===== src/rtcca_pkg.sv =====
// constants, field layout and carrier types of the rtc control/alarm block
// assumes an apb master and a counter block on the same pclk
package rtcca_pkg;

  // register index; byte address is four times the index
  localparam logic [5:0] IDX_AW_LO = 6'h00;
  localparam logic [5:0] IDX_AW_HI = 6'h01;
  localparam logic [5:0] IDX_AM_U = 6'h02;
  localparam logic [5:0] IDX_AM_T = 6'h03;
  localparam logic [5:0] IDX_AH_U = 6'h04;
  localparam logic [5:0] IDX_AH_T = 6'h05;
  localparam logic [5:0] IDX_WDAY = 6'h06;
  localparam logic [5:0] IDX_PSEL = 6'h07;
  localparam logic [5:0] IDX_DAY_U = 6'h08;
  localparam logic [5:0] IDX_DAY_T = 6'h09;
  localparam logic [5:0] IDX_CTRL1 = 6'h0E;
  localparam logic [5:0] IDX_CTRL2 = 6'h0F;
  localparam logic [5:0] IDX_STAT = 6'h10;
  localparam logic [5:0] IDX_MASK = 6'h11;

  // field positions
  localparam int C2_TEST = 0;
  localparam int C2_BANK = 1;
  localparam int C2_TMR = 2;
  localparam int C2_H24 = 3;
  localparam int AW_HI_IRQ_MASK = 3;
  localparam int AH_T_ENABLE = 3;
  localparam int C1_PER_FLAG = 0;
  localparam int C1_ALM_FLAG = 1;
  localparam int ST_ALARM = 0;
  localparam int ST_PERIODIC = 1;

  // values after reset
  localparam logic [3:0] CTRL2_RST = 4'h1;
  localparam logic [3:0] NIBBLE_RST = 4'h0;
  localparam logic [1:0] EVT_RST = 2'h0;

  // pulse-mode codes (low two bits of the cycle field)
  localparam logic [1:0] PM_OFF = 2'h0;
  localparam logic [1:0] PM_LOW = 2'h1;
  localparam logic [1:0] PM_SQUARE = 2'h2;
  localparam logic [1:0] PM_HALF = 2'h3;

  // timebase: 2048 Hz tick, 0.5 s half-second period in ticks
  localparam int TICK_HZ = 2048;
  localparam int HALF_SEC_MS = 500;
  localparam logic [10:0] HALF_SEC_TICKS =
    11'(TICK_HZ * HALF_SEC_MS / 1000);

  // bcd values of interest
  localparam logic [7:0] HOUR_MIDNIGHT_24 = 8'h00;
  localparam logic [7:0] HOUR_MIDNIGHT_12 = 8'h12;
  localparam logic [7:0] MDAY_FIRST = 8'h01;

  typedef enum logic [1:0] {
    AP_IDLE = 2'b01,
    AP_RESP = 2'b10
  } rtcca_apb_t;

  // current time from the counters, bcd
  typedef struct packed {
    logic [7:0] mday;
    logic [2:0] wday;
    logic [7:0] hour;
    logic [7:0] minute;
    logic [7:0] second;
  } rtcca_time_t;

endpackage


===== src/rtcca_regs.sv =====
// control register 2, interrupt cycle select and weekly alarm registers
// assumes counters on pclk deliver time_now and a sec_tick pulse with
// the new time, plus a 2048 Hz one-cycle tick; chip_enable is a pin
//
// Register access over APB was decided locally.
`timescale 1ns/1ns
module rtcca_regs
  import rtcca_pkg::*;
(
  input wire logic pclk,
  input wire logic presetn,
  input wire logic clk_en,
  input wire logic psel,
  input wire logic penable,
  input wire logic pwrite,
  input wire logic [7:0] paddr,
  input wire logic [31:0] pwdata,
  output logic [31:0] prdata,
  output logic pready,
  output logic pslverr,
  input wire logic chip_enable,
  input wire logic tick_2048,
  input wire logic sec_tick,
  input wire rtcca_time_t time_now,
  output logic irq_out_n,
  output logic irq,
  output logic test_mode,
  output logic hour_24h,
  output logic timer_restart
);

  rtcca_apb_t ap_state_r;
  logic [31:0] prdata_r;
  logic pslverr_r;
  logic ce_s1_r, ce_s2_r;
  logic [3:0] ctrl2_r, cyc_r;
  logic [3:0] aw_lo_r, aw_hi_r, am_u_r, am_t_r, ah_u_r, ah_t_r;
  logic alm_flag_r, per_flag_r;
  logic [1:0] status_r, mask_r;
  logic sq_r, half_low_r;
  logic [10:0] half_cnt_r;
  logic irq_out_n_r, irq_r, tmr_pulse_r, test_mode_r;

  logic [5:0] idx;
  logic setup, acc, wr, rd;
  logic [31:0] rd_val;
  logic rd_bad;
  logic [6:0] wday_mask;
  logic alarm_hit, alarm_evt, level_evt;
  logic [7:0] lv_events;
  logic bank1;

  assign idx = paddr[7:2];
  assign setup = clk_en && psel && !penable;
  assign acc = clk_en && psel && penable && (ap_state_r == AP_RESP);
  assign wr = acc && pwrite && !pslverr_r;
  assign rd = acc && !pwrite && !pslverr_r;
  assign bank1 = ctrl2_r[C2_BANK];
  assign wday_mask = {aw_hi_r[2:0], aw_lo_r};

  // apb handshake: no wait states, pready in the first access cycle, data captured in the setup cycle
  always_ff @(posedge pclk or negedge presetn) begin
    if (!presetn) begin
      ap_state_r <= AP_IDLE;
    end else if (clk_en) begin
      case (ap_state_r)
        AP_IDLE: if (psel && !penable) ap_state_r <= AP_RESP;
        AP_RESP: ap_state_r <= AP_IDLE;
        default: ap_state_r <= AP_IDLE;
      endcase
    end
  end

  // read mux; bank bit chooses counters or alarm for the low indices
  always_comb begin
    rd_val = 32'h0000_0000;
    rd_bad = 1'b0;
    if (paddr[1:0] != 2'h0) begin
      rd_bad = 1'b1;
    end else if (idx == IDX_PSEL) begin
      rd_val[3:0] = cyc_r;
    end else if (idx == IDX_CTRL1) begin
      rd_val[C1_PER_FLAG] = per_flag_r;
      rd_val[C1_ALM_FLAG] = alm_flag_r;
    end else if (idx == IDX_CTRL2) begin
      rd_val[3:0] = ctrl2_r;
    end else if (idx == IDX_STAT) begin
      rd_val[1:0] = status_r;
    end else if (idx == IDX_MASK) begin
      rd_val[1:0] = mask_r;
    end else if (idx > IDX_CTRL2) begin
      rd_bad = 1'b1;
    end else if (bank1) begin
      if (idx == IDX_AW_LO) begin
        rd_val[3:0] = aw_lo_r;
      end else if (idx == IDX_AW_HI) begin
        rd_val[3:0] = aw_hi_r;
      end else if (idx == IDX_AM_U) begin
        rd_val[3:0] = am_u_r;
      end else if (idx == IDX_AM_T) begin
        rd_val[2:0] = am_t_r[2:0];
      end else if (idx == IDX_AH_U) begin
        rd_val[3:0] = ah_u_r;
      end else if (idx == IDX_AH_T) begin
        rd_val[3] = ah_t_r[3]; // bit 2 unused
        rd_val[1:0] = ah_t_r[1:0];
      end
    end else begin
      // counter view is read only here; the counters own their writes
      if (idx == IDX_AW_LO) begin
        rd_val[3:0] = time_now.second[3:0];
      end else if (idx == IDX_AW_HI) begin
        rd_val[2:0] = time_now.second[6:4];
      end else if (idx == IDX_AM_U) begin
        rd_val[3:0] = time_now.minute[3:0];
      end else if (idx == IDX_AM_T) begin
        rd_val[2:0] = time_now.minute[6:4];
      end else if (idx == IDX_AH_U) begin
        rd_val[3:0] = time_now.hour[3:0];
      end else if (idx == IDX_AH_T) begin
        rd_val[1:0] = time_now.hour[5:4];
      end else if (idx == IDX_WDAY) begin
        rd_val[2:0] = time_now.wday;
      end else if (idx == IDX_DAY_U) begin
        rd_val[3:0] = time_now.mday[3:0];
      end else if (idx == IDX_DAY_T) begin
        rd_val[1:0] = time_now.mday[5:4];
      end
    end
  end

  // capture answer in the setup cycle so prdata comes from a flop
  always_ff @(posedge pclk or negedge presetn) begin
    if (!presetn) begin
      prdata_r <= 32'h0000_0000;
      pslverr_r <= 1'b0;
    end else if (setup) begin
      prdata_r <= pwrite ? 32'h0000_0000 : rd_val;
      pslverr_r <= rd_bad;
    end
  end

  // chip enable pin crosses into pclk through two flops
  always_ff @(posedge pclk or negedge presetn) begin
    if (!presetn) begin
      ce_s1_r <= 1'b0;
      ce_s2_r <= 1'b0;
    end else if (clk_en) begin
      ce_s1_r <= chip_enable;
      ce_s2_r <= ce_s1_r;
    end
  end

  // control register 2; a low chip enable wins over a software write.
  // test_mode has its own flop so the output needs no inverter
  always_ff @(posedge pclk or negedge presetn) begin
    if (!presetn) begin
      ctrl2_r <= CTRL2_RST;
      test_mode_r <= !CTRL2_RST[C2_TEST];
    end else if (clk_en) begin
      if (wr && idx == IDX_CTRL2) ctrl2_r <= pwdata[3:0];
      if (!ce_s2_r) ctrl2_r[C2_TEST] <= 1'b1;
      if (!ce_s2_r) begin
        test_mode_r <= 1'b0;
      end else if (wr && idx == IDX_CTRL2) begin
        test_mode_r <= !pwdata[C2_TEST];
      end
    end
  end

  // timer restart strobe to the timer counter on each write of 1
  always_ff @(posedge pclk or negedge presetn) begin
    if (!presetn) begin
      tmr_pulse_r <= 1'b0;
    end else if (clk_en) begin
      tmr_pulse_r <= wr && idx == IDX_CTRL2 && pwdata[C2_TMR];
    end
  end

  // cycle select and alarm nibbles; unused bits never stored
  always_ff @(posedge pclk or negedge presetn) begin
    if (!presetn) begin
      cyc_r <= NIBBLE_RST;
      aw_lo_r <= NIBBLE_RST;
      aw_hi_r <= NIBBLE_RST;
      am_u_r <= NIBBLE_RST;
      am_t_r <= NIBBLE_RST;
      ah_u_r <= NIBBLE_RST;
      ah_t_r <= NIBBLE_RST;
    end else if (wr) begin
      if (idx == IDX_PSEL) cyc_r <= pwdata[3:0];
      if (bank1) begin
        if (idx == IDX_AW_LO) aw_lo_r <= pwdata[3:0];
        if (idx == IDX_AW_HI) aw_hi_r <= pwdata[3:0];
        if (idx == IDX_AM_U) am_u_r <= pwdata[3:0];
        if (idx == IDX_AM_T) am_t_r <= {1'b0, pwdata[2:0]};
        if (idx == IDX_AH_U) ah_u_r <= pwdata[3:0];
        if (idx == IDX_AH_T) begin
          ah_t_r <= {pwdata[3], 1'b0, pwdata[1:0]};
        end
      end
    end
  end

  // alarm compare at second 00; hour digits compare as stored, so the
  // pm flag or hour-twenty bit follows the selected format on both sides
  assign alarm_hit = sec_tick && (time_now.second == 8'h00) &&
    wday_mask[time_now.wday] &&
    (time_now.minute == {1'b0, am_t_r[2:0], am_u_r}) &&
    (time_now.hour == {2'b00, ah_t_r[1:0], ah_u_r});
  assign alarm_evt = alarm_hit && ah_t_r[AH_T_ENABLE];

  // level-mode events, decoded from the freshly updated time
  always_comb begin
    lv_events[0] = sec_tick;
    lv_events[1] = lv_events[0] && time_now.second[3:0] == 4'h0;
    lv_events[2] = lv_events[0] && time_now.second == 8'h00;
    lv_events[3] = lv_events[2] && time_now.minute[3:0] == 4'h0;
    lv_events[4] = lv_events[2] && time_now.minute == 8'h00;
    lv_events[5] = lv_events[4] && (ctrl2_r[C2_H24] ?
      time_now.hour == HOUR_MIDNIGHT_24 :
      time_now.hour == HOUR_MIDNIGHT_12);
    lv_events[6] = lv_events[5] && time_now.wday == 3'h0;
    lv_events[7] = lv_events[5] && time_now.mday == MDAY_FIRST;
  end
  assign level_evt = cyc_r[3] && lv_events[cyc_r[2:0]];

  // flags in control register 1; a new event wins over a clear
  always_ff @(posedge pclk or negedge presetn) begin
    if (!presetn) begin
      alm_flag_r <= 1'b0;
      per_flag_r <= 1'b0;
    end else if (clk_en) begin
      if (alarm_evt) begin
        alm_flag_r <= 1'b1;
      end else if (wr && idx == IDX_CTRL1 && !pwdata[C1_ALM_FLAG]) begin
        alm_flag_r <= 1'b0;
      end
      if (!cyc_r[3]) begin
        per_flag_r <= 1'b0; // flag has no meaning in pulse mode
      end else if (level_evt) begin
        per_flag_r <= 1'b1;
      end else if (wr && idx == IDX_CTRL1) begin
        per_flag_r <= pwdata[C1_PER_FLAG];
      end
    end
  end

  // pulse-mode waves from the 2048 Hz tick: square wave toggles on every
  // tick, the half-second pulse is low for one tick per period
  always_ff @(posedge pclk or negedge presetn) begin
    if (!presetn) begin
      sq_r <= 1'b0;
      half_cnt_r <= 11'h000;
      half_low_r <= 1'b0;
    end else if (clk_en && tick_2048) begin
      sq_r <= !sq_r;
      if (half_cnt_r == HALF_SEC_TICKS - 11'h001) begin
        half_cnt_r <= 11'h000;
        half_low_r <= 1'b1;
      end else begin
        half_cnt_r <= half_cnt_r + 11'h001;
        half_low_r <= 1'b0;
      end
    end
  end

  // sticky status, cleared by reading it; set wins over the clear
  always_ff @(posedge pclk or negedge presetn) begin
    if (!presetn) begin
      status_r <= EVT_RST;
      mask_r <= EVT_RST;
    end else if (clk_en) begin
      status_r <= ((rd && idx == IDX_STAT) ? EVT_RST : status_r) |
        {level_evt, alarm_evt};
      if (wr && idx == IDX_MASK) mask_r <= pwdata[1:0];
    end
  end

  // interrupt pin, active low; alarm gated by its mask bit
  always_ff @(posedge pclk or negedge presetn) begin
    if (!presetn) begin
      irq_out_n_r <= 1'b1;
      irq_r <= 1'b0;
    end else if (clk_en) begin
      irq_out_n_r <= !((alm_flag_r && !aw_hi_r[AW_HI_IRQ_MASK]) ||
        (cyc_r[3] && per_flag_r) ||
        (!cyc_r[3] && cyc_r[1:0] == PM_LOW) ||
        (!cyc_r[3] && cyc_r[1:0] == PM_SQUARE && sq_r) ||
        (!cyc_r[3] && cyc_r[1:0] == PM_HALF && half_low_r));
      irq_r <= |(status_r & mask_r);
    end
  end

  assign prdata = prdata_r;
  assign pready = ap_state_r[1];
  assign pslverr = pslverr_r;
  assign irq_out_n = irq_out_n_r;
  assign irq = irq_r;
  assign test_mode = test_mode_r;
  assign hour_24h = ctrl2_r[C2_H24];
  assign timer_restart = tmr_pulse_r;
endmodule


===== config.mk =====
export PLATFORM = sky130hd
export DESIGN_NAME = rtcca_regs
export DESIGN_NICKNAME = d
export VERILOG_FILES = /design/src/rtcca_pkg.sv /design/src/rtcca_regs.sv
export SDC_FILE = /design/constraint.sdc
export NUM_CORES = 1
export LEC_CHECK = 0
export BUFFER_PORTS_ARGS = -buffer_cell sky130_fd_sc_hd__buf_2
export CAP_MARGIN = 20
export CORE_UTILIZATION = 50
export DETAILED_ROUTE_END_ITERATION = 6
export GPL_ROUTABILITY_DRIVEN = 0
export PLACE_DENSITY = 0.78
export SLEW_MARGIN = 20
export SYNTH_ARGS = -nofsm -noshare
export SYNTH_HDL_FRONTEND = slang
export SYNTH_SLANG_ARGS = --single-unit

===== constraint.sdc =====
create_clock -name pclk -period 2.4 [get_ports pclk]
set_clock_uncertainty 0.15 [all_clocks]
set_input_delay 0.24 -clock pclk [delete_from_list [all_inputs] [get_ports pclk]]
set_output_delay 0.24 -clock pclk [all_outputs]
set_load 0.01 [all_outputs]

# [Yosys cells after proc, flatten, opt, wreduce, memory -nomap -nowiden]
# Cells that the tools add are included.
[totals] inputBits=84 output_inout_bits=39 regBits=90
[classes] reduce_logical=71 bitwise_logic=2 n_mux=74 n_eq_ne=26 magnitude_cmp=3 n_addsub=1
[ops] operator="4-bit 2-to-1 mux" n=24
[ops] operator="1-bit logical AND" n=35
[ops] operator="2-bit 2-to-1 mux" n=16
[ops] operator="1-bit 2-to-1 mux" n=27
[ops] operator="6-bit by 3-bit == test with 1-bit output, second input constant" n=4
[ops] operator="6-bit by 4-bit == test with 1-bit output, second input constant" n=4
[ops] operator="8-bit logical NOT" n=3
[ops] operator="3-bit AND reduction" n=6
[ops] operator="2-bit AND reduction" n=7
[ops] operator="6-bit by 2-bit == test with 1-bit output, second input constant" n=2
[ops] operator="6-bit by 5-bit == test with 1-bit output, second input constant" n=2
[ops] operator="3-bit 2-to-1 mux" n=4
[ops] operator="11-bit by 1-bit adder with 11-bit output, second input constant" n=1
[ops] operator="11-bit by 10-bit == test with 1-bit output, second input constant" n=1
[ops] operator="11-bit 2-to-1 mux" n=1
[ops] operator="1-bit logical NOT" n=9
[ops] operator="8-bit by 1-bit == test with 1-bit output, second input constant" n=1
[ops] operator="8-bit by 5-bit == test with 1-bit output, second input constant" n=1
[ops] operator="8-bit by 6-bit == test with 1-bit output" n=1
[ops] operator="8-bit by 7-bit == test with 1-bit output" n=1
[ops] operator="4-bit logical NOT" n=2
[ops] operator="3-bit by 4-bit less-than comparator with 1-bit output, second input constant" n=2
[ops] operator="1-bit binary-select mux with 3-bit select" n=2
[ops] operator="2-bit == test, second input constant" n=3
[ops] operator="13 further kinds" n=18

# [Depth between registers and ports, before layout]
# Gate-level depths: netlist of the first run.
[logic_depth] ltp_word=31 depth_mapped=8 ltp_nobuf=5

# [Least setup slack after synthesis of the first run]
# OpenSTA, ideal clock, no wires.
[synth_path] kind="register to register" start="register pslverr_r, in the netlist pslverr" end="register aw_lo_r[0]" n_path_buf=0 t_arrival_ns=1.976 slack_ns=0.149 stages_incl_launch_ff=6 t_required_ns=2.125 cell_sequence="dfrtp_1 nor4bb_1 nand4_1 or2_2 nor3_2 mux2_2"
[synth_between] elab_chain_cells=3
[synth_lines] element="from (decl)" line="rtcca_regs.sv:34" rtl="logic pslverr_r;"
[synth_lines] element="from (signal assigned)" line="rtcca_regs.sv:139" rtl="pslverr_r <= rd_bad;"
[synth_lines] element="1-bit logical NOT" line="rtcca_regs.sv:56" rtl="assign wr = acc && pwrite && !pslverr_r;"
[synth_lines] element="1-bit logical AND" line="rtcca_regs.sv:56"
[synth_lines] element="3-bit AND reduction (no source line)"
[synth_lines] element="to (signal assigned)" line="rtcca_regs.sv:193" rtl="if (idx == IDX_AW_LO) aw_lo_r <= pwdata[3:0];"
[synth_lines] element="to (decl)" line="rtcca_regs.sv:37" rtl="logic [3:0] aw_lo_r, aw_hi_r, am_u_r, am_t_r, ah_u_r, ah_t_r;"
# No other way between the ends.
# A chain may end at the register's enable or synchronous reset.

# [Worst setup path after layout of the first run]
[layout_path] start="register pslverr_r, in the netlist pslverr" end="register aw_hi_r[2]"
[layout_between] elab_chain_cells=3
[layout_lines] element="1-bit logical NOT" line="rtcca_regs.sv:56"
[layout_lines] element="1-bit logical AND" line="rtcca_regs.sv:56"
[layout_lines] element="3-bit AND reduction (no source line)"
[layout_lines] element="to (signal assigned)" line="rtcca_regs.sv:194" rtl="if (idx == IDX_AW_HI) aw_hi_r <= pwdata[3:0];"
[layout_lines] element="to (decl)" line="rtcca_regs.sv:37"
# No other way between the ends.

==> results.yml, run 1 <==
finish:
  finalNetCount: 581
  utilization_pct: 61.0
  n_fill_cell: 623
  final_cell_area_sq_um: 4740
  regArea_sq_um: 1560
  final_layout_size_suffix_gt1_share_pct: 31.9
  area_growth_pct: 17.9
  multi_input_area_sq_um: 2260
sta:
  maxSlewViolCount: 0
  fin_crit_ns: 2.32
  timing.fmax_mhz: 432
  hold_slack_ns: 0.0656
  hold_viol_final: 0
  worst_pin_slew_ns: 0.940
  setup_ws_ns: 0.0832
  finalSetupViolCount: 0
  maxSlewHeadroom_pct: 37.3
  final.period_utilization_pct: 96.5
yosys:
  synth.distinct_cells: 71
  synth_area_leaders: "dfrtp_1, mux2_2, buf_4, mux2i_1, xnor2_1"
  synthArstFlopShare_pct: 100
  netlist_top_cells_count: "dfrtp_1, mux2_2, buf_4"
  ys.flop_type: "dfrtp_1"
  syn_inst: 408
  synth_top_area_share_pct: 36.7
  avgSynthCellArea_sq_um: 9.85
  ys_seq_area_share_pct: 38.7
  syn_area_sq_um: 4020
  synth_edf_count: 0
  yosysWarnings: 0
  synth_seq_cells: 62
  yosysTopAreaCell: "dfrtp_1"
  yosysMostFrequentCell: "dfrtp_1"
cts:
  clkLatencyLatePin_ns: 0.34
  cts_buffers: 9
  cts_buffer_depth: 2
  cts_tree: "yes"
  cts-htree-levels: 3
  cts_setup_buffers: 0
  clk_pin_slew_ns: 0.08
  cts_sinks: 62
  cts_root_buf: "clkbuf_8"
global_routing:
  grt_util_all_layers_pct: 27.8
  antenna_found_initial: 1
  grt_pass1_wl_um: 18000
  grt_max_degree: 40
  grt-ovfl-total: 0
  grt_pass1_vias: 3568
floorplan:
  pin_count: 123
  die-area_sq_um: 8400
  fp.coreArea_sq_um: 7770
  rows: 32
  fp.dieH_um: 91.7
  die_x_um: 91.7
  initial_core_util_pct: 51.8
setup_path:
  criticalPathCategory: "register to register"
  cp_cell_sequence: "nor4bb_1 > nand4_1 > or2_2 > nor2_2 > mux2_2"
  path_max_fanout: 4
  crit_family: "simple AND/OR/NAND/NOR gates"
  worst-path-buf-inv: 0
  cp-end-kind: "register"
  max_stage_delay_ns: 0.41
  cp.arrival_ns: 2.39
  required_ns: 2.47
  worst_path_max_delay_cell: "or2_2"
  start_kind: "register"
placement:
  placed_cell_area_sq_um: 4520
  port_buffers: 66
  dp_hpwl_um: 8790
  pre_cts_slack_ns: -0.0574
power:
  ir_drop_mv: 0.310
  leakage_nw: 2.14
  power_density_nw_per_um2: 507
drt:
  drt-vias-per-instance: 6.32
  drc: 0
  drtAntennaViolNets: 0
  num_vias: 3820
  first_iter_violations: 403
  wl_per_cell_um: 18.8
  drt_pass1_iterations: 6
  wirelength_um: 11300
hold_path:
  hp-class: "primary input to register"
job:
  drv_cap: 0
run_status:
  run_status: "complete, no violations"
## power breakdown
group | switching [mW] | leakage [nW] | internal [mW]
logic | 0.218 | 1.22 | 0.154
registers | 0.0647 | 0.825 | 1.11
clock network | 0.462 | 0.0881 | 0.388
total | 0.745 | 2.14 | 1.66
## registers in the layout, indices dropped and copies added, names as in the netlist, 2 cells and up
signal,count
aw_hi_r,4
ah_u_r,4
half_cnt_r,11
prdata,4
mask_r,2
am_u_r,4
am_t_r,3
aw_lo_r,4
status_r,2
cyc_r,4
ctrl2_r,4
ah_t_r,3
ap_state_r,2
## through the flow
stage / cells / power, mW / TNS, ns
floorplan: 435 / 1.41 / 0
global placement: 585 / 1.54 / -0.00965
detailed placement: 585 / 1.56 / -0.0574
CTS: 603 / 2.41 / 0
global route: 604 / 2.50 / -0.00301
finish: 604 / 2.40 / 0
## metal layers
layer | track usage (%) | part of all wire, %
met1 | 36.8 | 38
met2 | 42.7 | 46
met3 | 6.72 | 11
met4 | 13.8 | 4.2
met5 | 0 | 0
## layout by cell type (no fill, tap or decap), types with 4 or more instances in the layout
| cell type | n |
|---|---|
| buf_2 | 66 |
| dfrtp_1 | 59 |
| mux2_2 | 32 |
| conb_1 | 28 |
| buf_4 | 27 |
| nand2_1 | 23 |
| nor2_1 | 20 |
| o21ai_0 | 16 |
| nand3_1 | 15 |
| xnor2_1 | 14 |
| mux2i_1 | 13 |
| a21oi_1 | 13 |
| nand4_1 | 9 |
| inv_1 | 9 |
| nor3_1 | 9 |
| clkbuf_8 | 9 |
| nor4_1 | 8 |
| nor2b_1 | 7 |
| a22o_1 | 6 |
| or4_1 | 5 |
| xor2_1 | 5 |
| or4b_1 | 4 |
| a211oi_1 | 4 |
| or3_1 | 4 |
| o41ai_1 | 4 |
## worst reg2reg max path: stages, from the launching register on
cell and delay [ns]:
dfrtp_1 0.39, nor4bb_1 0.38, nand4_1 0.22, or2_2 0.41, nor2_2 0.27, mux2_2 0.38
## cell families (layout without fill, tap and decap cells)
family	count (synthesis)	count (layout)	share of synthesized area, %
other	1	29	0.0933
AOI/OAI and AO/OA	87	87	15.7
buffers and inverters	55	121	7.78
and+or+nand+nor	134	134	19.2
DFF	62	62	38.7
muxes	49	49	14.2
xor gates and xnor gates	19	19	4.14
adders and majority gates	1	1	0.311
## cell type report
type	count	share of cell area (%)
clock buffer	9	2.61
timing repair buffer	96	12.1
tap	102	2.69
inverter	9	0.713
antenna	1	0.0528
sequential	62	32.8
multi-input combinational	318	47.8
clock inverter	7	1.21
## path summary, 6_finish.rpt
path	start	to	slack, ns	cells past startpoint
max in group asynchronous	presetn	am_t_r[2]	1.02	3
worst min-delay path	paddr[0]	pslverr	0.07	3
worst min register to register	irq_out_n	irq_out_n	0.33	2
worst max-delay path	pslverr	aw_hi_r[2]	0.08	5
min in group asynchronous	presetn	cyc_r[3]	0.43	2
worst max register to register	pslverr	aw_hi_r[2]	0.08	5
## repair_timing
action,4_1_cts,5_1_grt
gates resized for setup,0,2
hold endpoints to repair,35,0
hold buffers,2,0
setup endpoints to repair,0,8
Note: power is estimated with default switching activity, not from simulation.
==> inputs of run 2 (changes only) <==
clock period = 2.8 ns   (was 2.4 ns; I/O delays follow)
==> run 2 against run 1 <==
Net effect:
- combinational power is 19% lower
- clock-buffer cell count is 3 higher
- critical path depth stayed put
- maximum frequency is 6.7% lower
- register-to-register slack better by 0.23 ns
- hold slack worse by 0.036 ns
- non-clock buffer count is 16 lower
- largest cell class unchanged
- sequential share of layout area is 1.0 points higher
==> results.yml, run 2 (same netlist as run 1, synthesis figures left out) <==
run_status:
  run_status: "complete, no violations"
drt:
  drc: 0
  first_iter_violations: 391
  drt-vias-per-instance: 6.32
  drt_pass1_iterations: 7
  wirelength_um: 11000
  num_vias: 3712
  wl_per_cell_um: 18.8
  drtAntennaViolNets: 0
setup_path:
  r2r-end: "ah_t_r[0]"
  startpoint: "pslverr"
  crit_family: "simple AND/OR/NAND/NOR gates"
  path_max_fanout: 8
  cp.arrival_ns: 2.55
  cp_cell_sequence: "nor4bb_1 > nand4_1 > buf_4 > nor3_1 > mux2_2"
  crit_end: "ah_t_r[0]"
  worst-path-buf-inv: 1
  worst_path_max_delay_cell: "nor3_1"
  start_kind: "register"
  max_stage_delay_ns: 0.50
  crit-reg2reg-launch: "pslverr"
  rrSetupSlack_ns: 0.32
  reg2reg_depth: 5
  criticalPathCategory: "register to register"
  path_depth: 5
  cp-end-kind: "register"
  required_ns: 2.87
global_routing:
  grt_pass1_vias: 3400
  grt_max_degree: 28
  grt_util_all_layers_pct: 26.4
  antenna_found_initial: 0
  grt_pass1_wl_um: 17000
  grt-ovfl-total: 0
power:
  ir_drop_mv: 0.387
  fin_total_pwr_mw: 2.07
  leakage_nw: 2.06
  power_density_nw_per_um2: 450
sta:
  final.period_utilization_pct: 88.7
  worst_pin_slew_ns: 0.636
  timing.fmax_mhz: 403
  hold_viol_final: 0
  tns_ns: 0
  fin_crit_ns: 2.48
  maxSlewViolCount: 0
  finalSetupViolCount: 0
  rsz0062_at_grt: "false"
  setup_ws_ns: 0.316
  maxSlewHeadroom_pct: 57.5
  hold_slack_ns: 0.0291
finish:
  layout_common_cells: "buf_2, dfrtp_1, mux2_2, conb_1, nand2_1"
  final_layout_size_suffix_gt1_share_pct: 29.3
  final_common_cell: "buf_2"
  area_growth_pct: 14.2
  final_cell_area_sq_um: 4590
  top_register: "half_cnt_r"
  n_antenna_cell: 0
  fin_cells: 587
  finalNetCount: 565
  largest_reg_flops: 11
  utilization_pct: 59.1
floorplan:
  rows: 32
  die_x_um: 91.7
  pin_count: 123
  initial_core_util_pct: 51.8
  fp.dieH_um: 91.7
  die-area_sq_um: 8400
  fp.coreArea_sq_um: 7770
placement:
  pre_cts_slack_ns: 0.305
  placed_cell_area_sq_um: 4400
  dp.cells: 570
  port_buffers: 66
  dp_hpwl_um: 8380
cts:
  cts_root_buf: "clkbuf_8"
  cts-htree-levels: 3
  cts_buffers: 9
  clk_pin_slew_ns: 0.07
  cts_buffer_depth: 2
  clkLatencyLatePin_ns: 0.34
  cts_sinks: 62
  cts_tree: "yes"
  cts_setup_buffers: 0
hold_path:
  hp-class: "primary input to register"
job:
  drv_cap: 0
[run 2: cell count changes in the layout (fill, tap and decap cells not counted), moves of 2 or more]
cell / delta
buf_4: -14
clkbuf_1: +3
clkinvlp_4: -2
inv_6: -2
[run 2: power breakdown]
| group | internal (mW) | leakage, nW | switching, mW |
|---|---|---|---|
| Combinational | 0.121 | 1.14 | 0.181 |
| Sequential | 0.956 | 0.825 | 0.0525 |
| Clock | 0.411 | 0.0943 | 0.347 |
| Total | 1.49 | 2.06 | 0.580 |
[run 2: worst min path at each step]
stage | from | endpoint | cells after the start
after floorplan | presetn | ah_t_r[0] | 0
after global placement | presetn | prdata[2] | 1
after detailed placement | presetn | prdata[2] | 1
after CTS | chip_enable | ce_s1_r | 2
after global routing | chip_enable | ce_s1_r | 2
final | chip_enable | ce_s1_r | 2
[run 2: final cells by class]
cell class	instances	area [sq um]
well taps	102	128
clock inverters	4	48.8
fillers	657	3180
inverters	9	33.8
flip-flops and latches	62	1560
clock buffers	12	135
multi-input cells	318	2250
repair buffers	80	438
[run 2: metal layers]
layer | routed length (um) | global-route usage [%] | vias to the layer above | share of wire [%]
met5 | 0 | 0 | - | 0
met4 | 402 | 12.8 | 0 | 3.6
met3 | 1100 | 5.22 | 49 | 10
met2 | 5030 | 40.7 | 263 | 46
met1 | 4490 | 35.7 | 1772 | 41
li1 | - | - | 1628 | -
[run 2: timing repair]
item / CTS / global route
endpoints found under the setup margin: 0 / 0
gates resized for setup: 0 / 0
hold buffers: 1 / 0
hold endpoints to repair: 22 / 0
